File: config.mk
export PLATFORM = sky130hd
export DESIGN_NAME = cpu_opcode_decoder
export DESIGN_NICKNAME = d
export VERILOG_FILES = /design/src/logic/opdec_pkg.sv /design/src/logic/opdec_mode.sv /design/src/logic/cpu_opcode_decoder.sv
export VERILOG_INCLUDE_DIRS = /design/src /design/src/logic
export SDC_FILE = /design/constraint.sdc
export NUM_CORES = 1
export LEC_CHECK = 0
export ABC_AREA = 1
export BUFFER_PORTS_ARGS = -buffer_cell sky130_fd_sc_hd__buf_2
export CAP_MARGIN = 20
export CORE_MARGIN = 5
export CORE_UTILIZATION = 40
export CTS_BUF_LIST = sky130_fd_sc_hd__clkbuf_2 sky130_fd_sc_hd__clkbuf_4 sky130_fd_sc_hd__clkbuf_8
export DETAILED_ROUTE_END_ITERATION = 8
export HOLD_SLACK_MARGIN = 0.08
export SETUP_SLACK_MARGIN = 0.4
export SYNTH_ARGS = -nofsm -noshare
export SYNTH_HDL_FRONTEND = slang
export SYNTH_HIERARCHICAL = 1
export SYNTH_SLANG_ARGS = --single-unit
File: constraint.sdc
create_clock -name i_core_clk -period 0.8 [get_ports i_core_clk]
set_input_delay 0.08 -clock i_core_clk [delete_from_list [all_inputs] [get_ports i_core_clk]]
set_output_delay 0.08 -clock i_core_clk [all_outputs]
set_load 0.05 [all_outputs]
File: src/logic/opdec_map.svh
// Purpose: Constants for the opcode decoder: lengths, cycle counts, reset values
// Assumes: Eight-bit opcodes, one decode per clock
// Notes: Holds definitions only
`ifndef OPDEC_MAP_SVH
`define OPDEC_MAP_SVH

`define OPC_W 8
`define LEN_W 2
`define CYC_W 3
`define LEN_NONE 2'h0
`define LEN_ONE 2'h1
`define LEN_TWO 2'h2
`define LEN_THREE 2'h3
`define CYC_NONE 3'h0
`define CYC_ONE 3'h1
`define CYC_TWO 3'h2
`define CYC_FOUR 3'h4
`define OPC_COLLIDE 8'h94
`define OPC_RST 8'h00

`endif

File: src/logic/opdec_pkg.sv
// Purpose: Types shared by the opcode decoder files
// Assumes: opdec_map.svh gives widths
// Notes: Class codes are arbitrary but stable
`include "opdec_map.svh"
package opdec_pkg;
  typedef enum logic [5:0] {
    op_none, op_add, op_add_with_carry, op_subtract_with_borrow, op_increment,
    op_decrement, op_pointer_increment, op_multiply, op_divide, op_decimal_adjust,
    op_logical_and, op_logical_or, op_logical_xor, op_clear_acc, op_complement_acc,
    op_nibble_exchange, op_rotate_left, op_rotate_left_via_carry, op_rotate_right,
    op_rotate_right_via_carry, op_transfer_op, op_pointer_load, op_code_memory_read,
    op_external_data_move, op_stack_push, op_stack_pop, op_operand_swap,
    op_low_nibble_swap, op_bit_clear, op_bit_set, op_complement_op, op_carry_and,
    op_carry_and_inv, op_carry_or, op_carry_or_inv, op_bit_to_carry, op_carry_to_bit
  } op_class_e;

  typedef enum logic [3:0] {
    md_none, md_acc, md_reg, md_direct, md_indirect, md_immediate, md_pointer,
    md_bit, md_carry
  } addr_mode_e;

  typedef struct packed {
    op_class_e cls;
    logic [`LEN_W-1:0] len;
    logic [`CYC_W-1:0] cyc;
  } dec_s;
endpackage

File: src/logic/opdec_mode.sv
// Purpose: Operand addressing mode of an opcode
// Assumes: Combinational, same clock domain as the caller
// Notes: Exact codes are listed before the generic nibble patterns
`timescale 1ns/100ps
`include "opdec_map.svh"
module opdec_mode
  import opdec_pkg::*;
(
  input wire logic [`OPC_W-1:0] i_opcode,
  output addr_mode_e o_mode
);
  always_comb begin
    casez (i_opcode)
      8'hc3, 8'hd3, 8'hb3: begin
        o_mode = md_carry;
      end
      8'hc2, 8'hd2, 8'hb2, 8'h82, 8'hb0, 8'h72, 8'ha0, 8'ha2, 8'h92: begin
        o_mode = md_bit;
      end
      8'ha3, 8'h90, 8'h93, 8'he0, 8'hf0: begin
        o_mode = md_pointer;
      end
      8'hc0, 8'hd0, 8'h42, 8'h43, 8'h52, 8'h53, 8'h62, 8'h63: begin
        o_mode = md_direct;
      end
      8'he2, 8'he3, 8'hf2, 8'hf3: begin
        o_mode = md_indirect;
      end
      8'h04, 8'h14, 8'hc4, 8'he4, 8'hf4, 8'h84, 8'ha4, 8'hd4: begin
        o_mode = md_acc;
      end
      8'h03, 8'h13, 8'h23, 8'h33: begin
        o_mode = md_acc;
      end
      8'b????_1???: begin
        o_mode = md_reg;
      end
      8'b????_011?: begin
        o_mode = md_indirect;
      end
      8'b????_0101: begin
        o_mode = md_direct;
      end
      8'b????_0100: begin
        o_mode = md_immediate;
      end
      default: begin
        o_mode = md_none;
      end
    endcase
  end
endmodule

File: src/logic/cpu_opcode_decoder.sv
// Purpose: Decode a first instruction byte into class, operand mode, length, cycles
// Assumes: Opcode and strobe come from fetch logic on the same clock
// Notes: Results appear one clock after the strobe and hold until the next one
`timescale 1ns/100ps
`include "opdec_map.svh"
module cpu_opcode_decoder
  import opdec_pkg::*;
#(
  parameter int OPCODE_W = `OPC_W
) (
  input wire logic i_core_clk,
  input wire logic i_rst,
  input wire logic i_opcode_valid,
  input wire logic [`OPC_W-1:0] i_opcode,
  output logic o_dec_valid,
  output op_class_e o_op_class,
  output addr_mode_e o_addr_mode,
  output logic [`LEN_W-1:0] o_length,
  output logic [`CYC_W-1:0] o_cycles,
  output logic o_foreign,
  output logic o_collision
);
  if (OPCODE_W != `OPC_W) begin : g_width_check
    $error("cpu_opcode_decoder serves eight-bit opcodes only");
  end

  dec_s dec_nxt;
  addr_mode_e mode_nxt;
  logic dec_valid_r;
  op_class_e op_class_r;
  addr_mode_e addr_mode_r;
  logic [`LEN_W-1:0] length_r;
  logic [`CYC_W-1:0] cycles_r;
  logic foreign_r;
  logic collision_r;

  opdec_mode u_mode (
    .i_opcode(i_opcode),
    .o_mode(mode_nxt)
  );

  always_comb begin
    casez (i_opcode)
      8'b0010_1???: dec_nxt = {op_add, `LEN_ONE, `CYC_ONE};
      8'h25: dec_nxt = {op_add, `LEN_TWO, `CYC_ONE};
      8'b0010_011?: dec_nxt = {op_add, `LEN_ONE, `CYC_ONE};
      8'h24: dec_nxt = {op_add, `LEN_TWO, `CYC_ONE};
      8'b0011_1???: dec_nxt = {op_add_with_carry, `LEN_ONE, `CYC_ONE};
      8'h35: dec_nxt = {op_add_with_carry, `LEN_TWO, `CYC_ONE};
      8'b0011_011?: dec_nxt = {op_add_with_carry, `LEN_ONE, `CYC_ONE};
      8'h34: dec_nxt = {op_add_with_carry, `LEN_TWO, `CYC_ONE};
      8'b1001_1???: dec_nxt = {op_subtract_with_borrow, `LEN_ONE, `CYC_ONE};
      8'h95: dec_nxt = {op_subtract_with_borrow, `LEN_TWO, `CYC_ONE};
      8'b1001_011?: dec_nxt = {op_subtract_with_borrow, `LEN_ONE, `CYC_ONE};
      // shared code taken as subtract immediate
      `OPC_COLLIDE: dec_nxt = {op_subtract_with_borrow, `LEN_TWO, `CYC_ONE};
      8'h04: dec_nxt = {op_increment, `LEN_ONE, `CYC_ONE};
      8'b0000_1???: dec_nxt = {op_increment, `LEN_ONE, `CYC_ONE};
      8'h05: dec_nxt = {op_increment, `LEN_TWO, `CYC_ONE};
      8'b0000_011?: dec_nxt = {op_increment, `LEN_ONE, `CYC_ONE};
      8'h14: dec_nxt = {op_decrement, `LEN_ONE, `CYC_ONE};
      8'b0001_1???: dec_nxt = {op_decrement, `LEN_ONE, `CYC_ONE};
      8'h15: dec_nxt = {op_decrement, `LEN_TWO, `CYC_ONE};
      8'b0001_011?: dec_nxt = {op_decrement, `LEN_ONE, `CYC_ONE};
      8'ha3: dec_nxt = {op_pointer_increment, `LEN_ONE, `CYC_TWO};
      8'ha4: dec_nxt = {op_multiply, `LEN_ONE, `CYC_FOUR};
      8'h84: dec_nxt = {op_divide, `LEN_ONE, `CYC_FOUR};
      8'hd4: dec_nxt = {op_decimal_adjust, `LEN_ONE, `CYC_ONE};
      8'b0101_1???: dec_nxt = {op_logical_and, `LEN_ONE, `CYC_ONE};
      8'h55: dec_nxt = {op_logical_and, `LEN_TWO, `CYC_ONE};
      8'b0101_011?: dec_nxt = {op_logical_and, `LEN_ONE, `CYC_ONE};
      8'h54: dec_nxt = {op_logical_and, `LEN_TWO, `CYC_ONE};
      8'h52: dec_nxt = {op_logical_and, `LEN_TWO, `CYC_ONE};
      8'h53: dec_nxt = {op_logical_and, `LEN_THREE, `CYC_TWO};
      8'b0100_1???: dec_nxt = {op_logical_or, `LEN_ONE, `CYC_ONE};
      8'h45: dec_nxt = {op_logical_or, `LEN_TWO, `CYC_ONE};
      8'b0100_011?: dec_nxt = {op_logical_or, `LEN_ONE, `CYC_ONE};
      8'h44: dec_nxt = {op_logical_or, `LEN_TWO, `CYC_ONE};
      8'h42: dec_nxt = {op_logical_or, `LEN_TWO, `CYC_ONE};
      8'h43: dec_nxt = {op_logical_or, `LEN_THREE, `CYC_TWO};
      8'b0110_1???: dec_nxt = {op_logical_xor, `LEN_ONE, `CYC_ONE};
      8'h65: dec_nxt = {op_logical_xor, `LEN_TWO, `CYC_ONE};
      8'b0110_011?: dec_nxt = {op_logical_xor, `LEN_ONE, `CYC_ONE};
      8'h64: dec_nxt = {op_logical_xor, `LEN_TWO, `CYC_ONE};
      8'h62: dec_nxt = {op_logical_xor, `LEN_TWO, `CYC_ONE};
      8'h63: dec_nxt = {op_logical_xor, `LEN_THREE, `CYC_TWO};
      8'he4: dec_nxt = {op_clear_acc, `LEN_ONE, `CYC_ONE};
      8'hf4: dec_nxt = {op_complement_acc, `LEN_ONE, `CYC_ONE};
      8'hc4: dec_nxt = {op_nibble_exchange, `LEN_ONE, `CYC_ONE};
      8'h23: dec_nxt = {op_rotate_left, `LEN_ONE, `CYC_ONE};
      8'h33: dec_nxt = {op_rotate_left_via_carry, `LEN_ONE, `CYC_ONE};
      8'h03: dec_nxt = {op_rotate_right, `LEN_ONE, `CYC_ONE};
      8'h13: dec_nxt = {op_rotate_right_via_carry, `LEN_ONE, `CYC_ONE};
      8'b1110_1???: dec_nxt = {op_transfer_op, `LEN_ONE, `CYC_ONE};
      8'he5: dec_nxt = {op_transfer_op, `LEN_TWO, `CYC_ONE};
      8'b1110_011?: dec_nxt = {op_transfer_op, `LEN_ONE, `CYC_ONE};
      8'h74: dec_nxt = {op_transfer_op, `LEN_TWO, `CYC_ONE};
      8'b1111_1???: dec_nxt = {op_transfer_op, `LEN_ONE, `CYC_ONE};
      8'b1010_1???: dec_nxt = {op_transfer_op, `LEN_TWO, `CYC_TWO};
      8'b0111_1???: dec_nxt = {op_transfer_op, `LEN_TWO, `CYC_ONE};
      8'hf5: dec_nxt = {op_transfer_op, `LEN_TWO, `CYC_ONE};
      8'b1000_1???: dec_nxt = {op_transfer_op, `LEN_TWO, `CYC_TWO};
      8'h85: dec_nxt = {op_transfer_op, `LEN_THREE, `CYC_TWO};
      8'b1000_011?: dec_nxt = {op_transfer_op, `LEN_TWO, `CYC_TWO};
      8'h75: dec_nxt = {op_transfer_op, `LEN_THREE, `CYC_TWO};
      8'b1111_011?: dec_nxt = {op_transfer_op, `LEN_ONE, `CYC_ONE};
      8'b1010_011?: dec_nxt = {op_transfer_op, `LEN_TWO, `CYC_TWO};
      8'b0111_011?: dec_nxt = {op_transfer_op, `LEN_TWO, `CYC_ONE};
      8'h90: dec_nxt = {op_pointer_load, `LEN_THREE, `CYC_TWO};
      8'h93: dec_nxt = {op_code_memory_read, `LEN_ONE, `CYC_TWO};
      8'b111?_001?: dec_nxt = {op_external_data_move, `LEN_ONE, `CYC_TWO};
      8'he0, 8'hf0: dec_nxt = {op_external_data_move, `LEN_ONE, `CYC_TWO};
      8'hc0: dec_nxt = {op_stack_push, `LEN_TWO, `CYC_TWO};
      8'hd0: dec_nxt = {op_stack_pop, `LEN_TWO, `CYC_TWO};
      8'b1100_1???: dec_nxt = {op_operand_swap, `LEN_ONE, `CYC_ONE};
      8'hc5: dec_nxt = {op_operand_swap, `LEN_TWO, `CYC_ONE};
      8'b1100_011?: dec_nxt = {op_operand_swap, `LEN_ONE, `CYC_ONE};
      8'b1101_011?: dec_nxt = {op_low_nibble_swap, `LEN_ONE, `CYC_ONE};
      // bit and carry clear, set, complement, then carry logic and bit moves
      8'hc3: dec_nxt = {op_bit_clear, `LEN_ONE, `CYC_ONE};
      8'hc2: dec_nxt = {op_bit_clear, `LEN_TWO, `CYC_ONE};
      8'hd3: dec_nxt = {op_bit_set, `LEN_ONE, `CYC_ONE};
      8'hd2: dec_nxt = {op_bit_set, `LEN_TWO, `CYC_ONE};
      8'hb3: dec_nxt = {op_complement_op, `LEN_ONE, `CYC_ONE};
      8'hb2: dec_nxt = {op_complement_op, `LEN_TWO, `CYC_ONE};
      8'h82: dec_nxt = {op_carry_and, `LEN_TWO, `CYC_TWO};
      8'hb0: dec_nxt = {op_carry_and_inv, `LEN_TWO, `CYC_TWO};
      8'h72: dec_nxt = {op_carry_or, `LEN_TWO, `CYC_TWO};
      8'ha0: dec_nxt = {op_carry_or_inv, `LEN_TWO, `CYC_TWO};
      8'ha2: dec_nxt = {op_bit_to_carry, `LEN_TWO, `CYC_ONE};
      8'h92: dec_nxt = {op_carry_to_bit, `LEN_TWO, `CYC_TWO};
      // everything else belongs to the branch decoder
      default: dec_nxt = {op_none, `LEN_NONE, `CYC_NONE};
    endcase
  end

  // Strobe follows the fetch strobe by one clock
  always_ff @(posedge i_core_clk or posedge i_rst) begin
    if (i_rst) begin
      dec_valid_r <= 1'b0;
    end else begin
      dec_valid_r <= i_opcode_valid;
    end
  end

  // Decoded fields hold until the next strobe
  always_ff @(posedge i_core_clk or posedge i_rst) begin
    if (i_rst) begin
      op_class_r <= op_none;
      addr_mode_r <= md_none;
      length_r <= `LEN_NONE;
      cycles_r <= `CYC_NONE;
    end else if (i_opcode_valid) begin
      op_class_r <= dec_nxt.cls;
      addr_mode_r <= mode_nxt;
      length_r <= dec_nxt.len;
      cycles_r <= dec_nxt.cyc;
    end
  end

  always_ff @(posedge i_core_clk or posedge i_rst) begin
    if (i_rst) begin
      foreign_r <= 1'b0;
      collision_r <= 1'b0;
    end else if (i_opcode_valid) begin
      foreign_r <= (dec_nxt.cls == op_none);
      collision_r <= (i_opcode == `OPC_COLLIDE);
    end
  end

  assign o_dec_valid = dec_valid_r;
  assign o_op_class = op_class_r;
  assign o_addr_mode = addr_mode_r;
  assign o_length = length_r;
  assign o_cycles = cycles_r;
  assign o_foreign = foreign_r;
  assign o_collision = collision_r;
endmodule

==> results of run 1 <==
[sequential cells by signal, summed over array words and instances, names as in the netlist]
signal       count
o_collision      1
o_length         2
o_addr_mode      4
o_cycles         3
o_op_class       6
o_dec_valid      1
o_foreign        1
[metrics by stage]
| stage | TNS (ps) | hold slack (ps) |
|---|---|---|
| after floorplan | -2640 | 17.4 |
| after global placement | -9650 | 100 |
| after detailed placement | -9870 | 109 |
| after CTS | -5120 | -161 |
| after global routing | -7070 | -147 |
| final | -5310 | -169 |
[path summary, 6_finish.rpt]
check	start	end	slack (ps)	depth (start not counted)
min reg2reg	o_addr_mode[1]	o_addr_mode[1]	500	2
max reg2reg	o_op_class[3]	o_op_class[3]	70	3
max in group asynchronous	i_rst	o_cycles[0]	760	3
min in group i_core_clk	i_opcode_valid	o_dec_valid	160	2
min	i_rst	o_addr_mode[1]	-170	3
max	i_opcode[2]	o_length[0]	-340	10
[repair_timing]
item | CTS | global route
resized for setup | 103 | 52
gates cloned | 1 | 0
hold endpoints to repair | 18 | 18
buffers inserted | 8 | 10
pin swaps | 35 | 29
endpoints found under the setup margin | 35 | 35
[report_power, final]
group          switching, mW  leakage, nW  internal, mW
Combinational           1.11         1.73         0.736
Sequential            0.0729        0.209          1.02
Clock                  0.289       0.0288         0.437
[routing by layer]
layer / track usage [%] / routed length, um
met1: 31.7 / 3430
met2: 42.3 / 3940
met3: 2.60 / 400
met4: 5.88 / 218
met5: 0 / 0
[cell type report]
type	instances	share of cell area, %
repair buffers	99	26.8
well taps	70	2.40
clock buffers	4	1.51
flip-flops and latches	18	12.9
inverters	38	5.00
multi-input cells	325	51.4
[cells in the final DEF, fill, tap and decap left out, drive strengths merged]
master and instances:
nand2 151, buf 99, nor2 89, nand3 36, inv 36, dfrtp 18
o21ai 13, a21oi 11, nor3 7, nand4 6, clkbuf 4, nand3b 2
clkinv 2, o21a 2, nor3b 2, o21bai 1, and2 1, o31ai 1
a31oi 1, a22oi 1, or2 1
[logic make-up after synthesis]
| logic type | Yosys count |
|---|---|
| and+or+nand+nor | 295 |
| buffers and inverters | 45 |
| AOI/OAI and AO/OA | 30 |
| DFF | 18 |
[critical path: stages]
cell      delay, ps
buf_12          110
nor2_4          230
nand3_4         210
nor2_1          150
buf_4           160
nor2_2           50
and2_1          130
nand3b_1        100
nand2_1          60
nand2_1          50
==> metrics, run 1 <==
Post-Synthesis Cell Area about 0.0021 mm^2; antenna violations before repair 0; Slew headroom a little under 80%; Post-synth top flop dfrtp_1; kind of critical path in2reg; Ant. Diodes 0; fin worst setup slack -342 ps; Routed Antenna Nets 0; WHS -169 ps; GRT Total Usage 24.2%; post-synthesis compound-gate area fraction under 10%; power density cells ~1000 mW/mm^2; First DRT Iteration DRCs about 180; design area ~0.0037 mm^2; Die Wd between 80 and 90 um; Synthesized Nets 399; CTS tree yes; Post-Place Setup Slack -739 ps; CTS clk-pin slew, worst paths around 70 ps; Final Util 71.1%; global-route wire length before repair ~13000 um; Post-synth top cells nand2_1 (136), nor2_1 (74), nand3_1 (34), inv_1 (21), dfrtp_1 (18); largest net degree at the start of global routing 19; CTS Sinks 18; Syn Area/Cell 5.46 um^2; total number of vias 2849; dpl cell area around 0.0029 mm^2; FF+latch count, synth 18; Storage cell area roughly 470 um^2; leading area contributor after synthesis nand2_1; Port-buffer cells 28; fin crit period 1140 ps; xor-xnor portion of the synthesized cell area 0%; cell count after placement ~530; worst min path class in2async; DP HPWL around 6000 um; status finished, violations left; htree depth 1; RSZ-0062 raised after global routing true; Hold Vio Cnt, Final 18; Worst VDD drop approximately 0.91 mV; non-filler cells in the finished layout 554; multi-input logic area ~0.0019 mm^2; fin nets between 400 and 500; Worst Tran Pin Value ~340 ps; count leader, synth nand2_1; # fillers 461; share of Yosys cell area claimed by the top area cell type between 20% and 30%; Synth area leaders nand2_1 (24%), dfrtp_1 (21%), nor2_1 (13%), nand3_1 (8.0%), nand2_2 (4.4%); Worst Path Max Fanout 7; Max Cap Violations 0; aggregate routed wire length roughly 8000 um; clock skew 0 ps; CTS Root Cell clkbuf_8; vias per cell slightly above 5; startpoint types input port; EDFF count, synth 0; FFs w/ async S/R, synth 100%; f_max slightly below 900 MHz; worst-skew pair later-pin latency between 200 and 300 ps; Max Transition Viols Final 0; Inserted Clock Buffers 3; Top Ports 29; mux contribution to synthesized area 0%; vias in the first global route roughly 2700; Critical Path RT between 900 and 1000 ps; yosys warns 6; Die Ht a little over 80 um; static leakage a little under 2 nW; # DRC 0; DR pass1 iterations 5; Post-Synth Simple-Gate Area 61.3%; Setup-failing EPs final 32; Post-Syn Instances 388; clock buffer depth 2; FP Rows 26; Final Power between 3 and 4 mW; crit path DAT around 1300 ps; fin crit share 143%; Initial Utilization between 40% and 50%; share of layout cells above drive strength 1 between 50% and 60%; post-synth cell types 33; critical path endpoint category flop; gr ovfl total 0; largest family of logic cells by synthesized area simple AND/OR/NAND/NOR gates; WL/cell 14.4 um; Post-Synth Adder-Cell Area 0%; violated checks hold timing, setup timing; RePlAce Congestion between 1 and 1.5; core area a little over 0.005 mm^2; Die ar. a little under 0.007 mm^2; Area Overhead vs Synth 72.7%; register area share after synthesis between 20% and 30%
Note: power is estimated with default switching activity, not from simulation.
==> inputs of run 2 (changes only) <==
--- a/config.mk
+++ b/config.mk
@@ -9,11 +9,15 @@
 export ABC_AREA = 1
 export BUFFER_PORTS_ARGS = -buffer_cell sky130_fd_sc_hd__buf_2
 export CAP_MARGIN = 20
+export CELL_PAD_IN_SITES_DETAIL_PLACEMENT = 0
+export CELL_PAD_IN_SITES_GLOBAL_PLACEMENT = 2
 export CORE_MARGIN = 5
-export CORE_UTILIZATION = 40
+export CORE_UTILIZATION = 30
 export CTS_BUF_LIST = sky130_fd_sc_hd__clkbuf_2 sky130_fd_sc_hd__clkbuf_4 sky130_fd_sc_hd__clkbuf_8
 export DETAILED_ROUTE_END_ITERATION = 8
+export GPL_ROUTABILITY_DRIVEN = 1
 export HOLD_SLACK_MARGIN = 0.08
+export PLACE_DENSITY_LB_ADDON = 0.1
 export SETUP_SLACK_MARGIN = 0.4
 export SYNTH_ARGS = -nofsm -noshare
 export SYNTH_HDL_FRONTEND = slang
==> run 2 against run 1 <==
The flow still finishes with violations (hold timing, setup timing). Non-clock buffer count rose by 20. Routed wire length rose by 9.9%. Final area rose by 9.3%. Via count fell by 1.1%. Sequential power barely moved. Combinational power rose by 5%. Global-route usage fell by 4.4 points. Critical path depth rose by 4. Sequential share of layout area fell by 1.1 points. Worst hold slack improved by 2.5 ps. Largest cell class unchanged. Highest routed layer unchanged.
==> metrics, run 2 (synthesized netlist as in run 1, its figures left out) <==
Slew headroom 59.9%; core area about 0.0068 mm^2; design area roughly 0.004 mm^2; CTS tree yes; power density cells roughly 940 mW/mm^2; Worst Path Max Fanout 6; Internal 2.23 mW; Inserted Clock Buffers 3; WL/cell around 15 um; Die ar. roughly 0.009 mm^2; Ant. Diodes 0; Die Ht approximately 94 um; Sw Ratio 41.0%; Clock power frac between 15 and 20%; fin crit period 1180 ps; static leakage approximately 2.1 nW; Top Ports 29; kind of critical path in2reg; clock skew 0 ps; Routed Antenna Nets 0; FP Rows 30; Max Cap Violations 0; gr ovfl total 0; fin nets between 500 and 600; violated checks hold timing, setup timing; DR pass1 iterations 5; Initial Utilization a little under a third; RePlAce Congestion roughly 0.85; Final Util between 50% and 60%; clock buffer depth 2; CP top delay family simple AND/OR/NAND/NOR gates; worst r2r dst o_op_class[4]; Worst R2R Path Depth 3; most frequent cells in the layout nand2_1 (101), buf_4 (67), nor2_1 (44); First DRT Iteration DRCs 154; worst min path class in2async; CP peak stage delay between 150 and 200 ps; Max Transition Viols Final 0; CTS clk-pin slew, worst paths roughly 70 ps; DP HPWL around 6800 um; WP buf/inv 4; Seq pwr share 29.2%; total number of vias 2817; global-route wire length before repair about 14000 um; # DRC 0; Worst Tran Pin Value roughly 600 ps; Critical Path Most Common Cell nand2_1; dpl cell area about 0.0030 mm^2; Area Overhead vs Synth 88.8%; Die Wd 94.0 um; crit path DAT 1320 ps; Worst VDD drop 0.658 mV; commonest non-fill, non-tap cell in the layout nand2_1; fin worst setup slack -378 ps; antenna violations before repair 0; CP max stage cell o21ai_1; htree depth 1; vias per cell around 4.7; startpoint types input port; RSZ-0062 raised after global routing true; Reg2Reg Launch Point o_op_class[4]; critical path endpoint category flop; Post-Place Setup Slack -815 ps; power share of the combinational group 51.2%; Reg2Reg Setup Slack approximately 40 ps; GRT Total Usage around a fifth; CTS Root Cell clkbuf_8; largest net degree at the start of global routing 19; crit-path cells buf_12 -> nor2_4 -> buf_6 -> buf_6 -> nand2_4 -> inv_6 -> nand2_4 -> nand2_2 -> nor2_4 -> nand2_1 -> nor2_1 -> nand2_1 -> o21ai_1 -> nand2_1; status finished, violations left; share of layout cells above drive strength 1 56.5%; Hold Vio Cnt, Final 18; CTS Sinks 18; Port-buffer cells 28; fin crit share 147%; aggregate routed wire length about 8800 um; Critical Path RT around 940 ps; worst-skew pair later-pin latency about 250 ps; final setup TNS -6540 ps; number of flip-flops in the largest register 6; Net Sw Power between 1.5 and 2 mW; vias in the first global route 2715; WHS -167 ps; Setup-failing EPs final 33; f_max 849 MHz
run 2: changes by cell type in the layout (fill, tap and decap cells not counted), sizes merged:
cell / change
buf: +20
run 2: how the worst max path moves through the flow:
stage	from	to	slack, ps	cells past startpoint
finish	i_opcode[3]	o_op_class[2]	-380	14
global route	i_opcode[2]	o_foreign	-480	10
CTS	i_opcode[2]	o_length[0]	-390	11
detailed placement	i_opcode[2]	o_length[0]	-810	11
global placement	i_opcode[2]	o_length[0]	-810	11
floorplan	i_opcode[2]	o_op_class[3]	-260	10
run 2: stage by stage:
| stage | cells | total power, mW |
|---|---|---|
| 2_1_floorplan | 388 | 2.06 |
| 3_3_place_gp | 573 | 2.57 |
| 3_5_place_dp | 573 | 2.57 |
| 4_1_cts | 588 | 3.62 |
| 5_1_grt | 600 | 3.99 |
| 6_report | 600 | 3.77 |
run 2: area by class of cell:
cell class                 count  area [um^2]
fill                         681         2840
multi-input combinational    325         2040
timing repair buffer         119         1120
sequential                    18          472
inverter                      38          193
tap                           96          120
clock buffer                   4         55.1
run 2: power groups by stage:
| stage | registers, mW | logic (mW) | clock network (mW) |
|---|---|---|---|
| 6_report | 1.10 | 1.93 | 0.737 |
| 3_3_place_gp | 1.09 | 1.48 | 0 |
| 3_5_place_dp | 1.09 | 1.48 | 0 |
| 4_1_cts | 1.10 | 1.77 | 0.755 |
| 2_1_floorplan | 1.44 | 0.620 | 0 |
| 5_1_grt | 1.12 | 2.07 | 0.796 |
run 2: what timing repair did:
item	in CTS	in global routing
pin swaps	44	48
setup buffers	11	12
cloned	0	0
setup endpoints to repair	35	35
gates resized for setup	124	88
endpoints found under the hold margin	19	19
run 2: worst register-to-register path: stages, from the launching register on:
cell	delay (ps)
dfrtp_2	420
buf_4	140
nand2_1	50
nand2_1	50
run 2: per-layer routing:
metal	wire [um]	share of wire, %	track usage (%)	up-vias
met5	0	0	0	-
met3	267	3.0	1.68	7
met1	3890	44	26.6	1293
met4	70	0.80	2.65	0
li1	-	-	-	1462
met2	4550	52	35.0	55
==> inputs of run 3 (changes only) <==
--- a/config.mk
+++ b/config.mk
@@ -6,14 +6,14 @@
 export SDC_FILE = /design/constraint.sdc
 export NUM_CORES = 1
 export LEC_CHECK = 0
-export ABC_AREA = 1
+export ABC_AREA = 0
 export BUFFER_PORTS_ARGS = -buffer_cell sky130_fd_sc_hd__buf_2
 export CAP_MARGIN = 20
 export CELL_PAD_IN_SITES_DETAIL_PLACEMENT = 0
 export CELL_PAD_IN_SITES_GLOBAL_PLACEMENT = 2
 export CORE_MARGIN = 5
-export CORE_UTILIZATION = 30
-export CTS_BUF_LIST = sky130_fd_sc_hd__clkbuf_2 sky130_fd_sc_hd__clkbuf_4 sky130_fd_sc_hd__clkbuf_8
+export CORE_UTILIZATION = 35
+export CTS_BUF_LIST = sky130_fd_sc_hd__clkbuf_2
 export DETAILED_ROUTE_END_ITERATION = 8
 export GPL_ROUTABILITY_DRIVEN = 1
 export HOLD_SLACK_MARGIN = 0.08
==> run 3 against run 2 <==
Die area shrank 9.3%. Sequential share of layout area decreased by 0.72 points. Worst setup slack got worse by 330 ps. Combinational power is 23% higher. Worst hold slack worse by 76 ps. The flow still finishes with violations (hold timing, setup timing). Critical path type unchanged. Synthesized cell count decreased by 26%. Final cell count shrank 14%. Non-clock buffer count grew 61. Routed wire length is 9.4% higher.
==> metrics, run 3 <==
FF+latch count, synth 18; power share of the combinational group between 60% and 70%; Worst Path Max Fanout 7; Seq pwr share ~28%; Slew headroom 55.9%; Post-synth top cells nand2_1 (24), nor2_1 (22), dfrtp_1 (18), o21ai_0 (16); clock skew 0 ps; DP HPWL ~6600 um; Routed Antenna Nets 0; Max Cap Violations 0; Die Wd ~90 um; core area ~0.0062 mm^2; Post-Synthesis Cell Area between 0.002 and 0.0025 mm^2; status finished, violations left; kind of critical path in2reg; largest net degree at the start of global routing 22; dpl cell area about 0.0032 mm^2; Post-Place Setup Slack -1190 ps; RePlAce Congestion a little over 0.9; DR pass1 iterations 7; yosys warns 6; Area Overhead vs Synth 92.2%; total number of vias 3018; Synth area leaders dfrtp_1 (20%), mux2_2 (4.1%), nand2_1 (4.1%), buf_4 (3.7%), nor2_1 (3.7%); share of layout cells above drive strength 1 between 60% and 70%; RSZ-0062 raised after global routing true; fin crit period roughly 1500 ps; EDFF count, synth 0; Worst VDD drop between 1 and 1.5 mV; startpoint types input port; Post-Syn Instances 289; Synthesized Nets 300; Port-buffer cells 28; Initial Utilization a little over a third; Inserted Clock Buffers 3; Die Ht between 80 and 90 um; most frequent cells in the layout buf_4 (118), buf_6 (46), nand2_1 (20); CTS clk-pin slew, worst paths between 150 and 200 ps; critical path endpoint category flop; # DRC 0; Syn Area/Cell around 7.7 um^2; GRT Total Usage about a quarter; FFs w/ async S/R, synth 100%; Clock power frac approximately 9.8%; clock buffer depth 2; worst min path class in2async; FP Rows 29; Sw Ratio 40.3%; post-synth cell types 72; crit path DAT between 1500 and 2000 ps; power density cells 903 mW/mm^2; share of Yosys cell area claimed by the top area cell type 20.3%; register area share after synthesis approximately a fifth; Final Util a little under 70%; WHS -242 ps; First DRT Iteration DRCs between 150 and 200; Ant. Diodes 0; fin nets 453; global-route wire length before repair 14800 um; violated checks hold timing, setup timing; fin worst setup slack -712 ps; fin crit share 189%; Worst Tran Pin Value around 650 ps; f_max ~660 MHz; commonest non-fill, non-tap cell in the layout buf_4; Final Power ~3.8 mW; vias in the first global route between 2000 and 3000; leading area contributor after synthesis dfrtp_1; CTS Root Cell clkbuf_2; static leakage approximately 1.9 nW; antenna violations before repair 0; htree depth 1; design area 0.00426 mm^2; Post-synth top flop dfrtp_1; aggregate routed wire length around 9600 um; gr ovfl total 0; Hold Vio Cnt, Final 18; Top Ports 29; Setup-failing EPs final 35; worst-skew pair later-pin latency ~280 ps; Internal 2.30 mW; CTS tree yes; count leader, synth nand2_1; Critical Path RT ~990 ps; WL/cell ~19 um; Net Sw Power ~1.6 mW; number of flip-flops in the largest register 6; Die ar. roughly 0.008 mm^2; vias per cell around 5.8; CTS Sinks 18; Max Transition Viols Final 0
-- run 3: cell types whose count changed in the layout (fill, tap and decap cells not counted), moves of 6 or more --
cell      change
buf_4        +51
nor2_4       -25
nand2_4      -15
mux2_4        +7
nor2_1       -27
nand2_2      -27
nor2_2       -15
inv_2        -15
nand3_1      -19
nand2_1      -81
nor2b_1       +6
o211ai_1      +6
inv_1         -7
-- run 3: path summary, 6_finish.rpt --
path | startpoint | to | slack (ps) | cells past startpoint
setup / recovery | i_opcode[5] | o_foreign | -710 | 10
hold / removal | i_rst | o_collision | -240 | 3
setup reg to reg | o_op_class[0] | o_op_class[0] | -130 | 2
hold reg to reg | o_op_class[4] | o_op_class[4] | 530 | 1
max in group asynchronous | i_rst | o_addr_mode[3] | 830 | 3
min in group i_core_clk | i_opcode_valid | o_dec_valid | 180 | 2
-- run 3: kinds of logic after synthesis --
kind of cell | Yosys count | share of synthesized area, %
simple gates | 135 | 36.7
xor+xnor | 2 | 0.791
flops | 18 | 20.3
mux | 9 | 4.52
compound gates | 86 | 27.9
buf+inv | 39 | 9.83
-- run 3: critical path: stages --
cell and delay [ps]:
buf_12 120, buf_6 120, buf_4 120, nor4b_1 580, buf_4 230, o21ai_0 70, nand2_1 150, nor3_2 70
nand4_1 90, o31ai_1 80
-- run 3: routing by layer --
metal	track usage (%)	part of all wire [%]
met1	30.7	40
met2	39.1	48
met3	1.84	7.4
met4	10.7	4.6
met5	0	0
-- run 3: cell type report --
cell class / count / area [um^2]
inverters: 7 / 26.3
repair buffers: 180 / 1660
multi-input cells: 232 / 1990
clock buffers: 3 / 15.0
clock inverters: 1 / 3.75
fillers: 474 / 1980
well taps: 77 / 96.3
flip-flops and latches: 18 / 472
-- run 3: power by group through the flow --
| stage | Clock (mW) | Combinational, mW | Sequential (mW) |
|---|---|---|---|
| after floorplan | 0 | 0.783 | 1.42 |
| after global placement | 0 | 1.73 | 1.08 |
| after detailed placement | 0 | 1.73 | 1.08 |
| after CTS | 0.394 | 2.21 | 1.08 |
| after global routing | 0.430 | 2.51 | 1.10 |
| final | 0.377 | 2.38 | 1.08 |
-- run 3: stage by stage --
stage,cells,setup TNS [ps]
after global routing,518,-12800
after global placement,474,-16640
final,518,-11430
after CTS,509,-11130
after floorplan,289,-8160
after detailed placement,474,-16620
-- run 3: repair_timing --
item,in CTS,in global routing
setup buffers,30,9
setup endpoints to repair,35,35
gates cloned,1,0
gates resized for setup,118,60
pin swaps,27,32
hold endpoints to repair,18,18
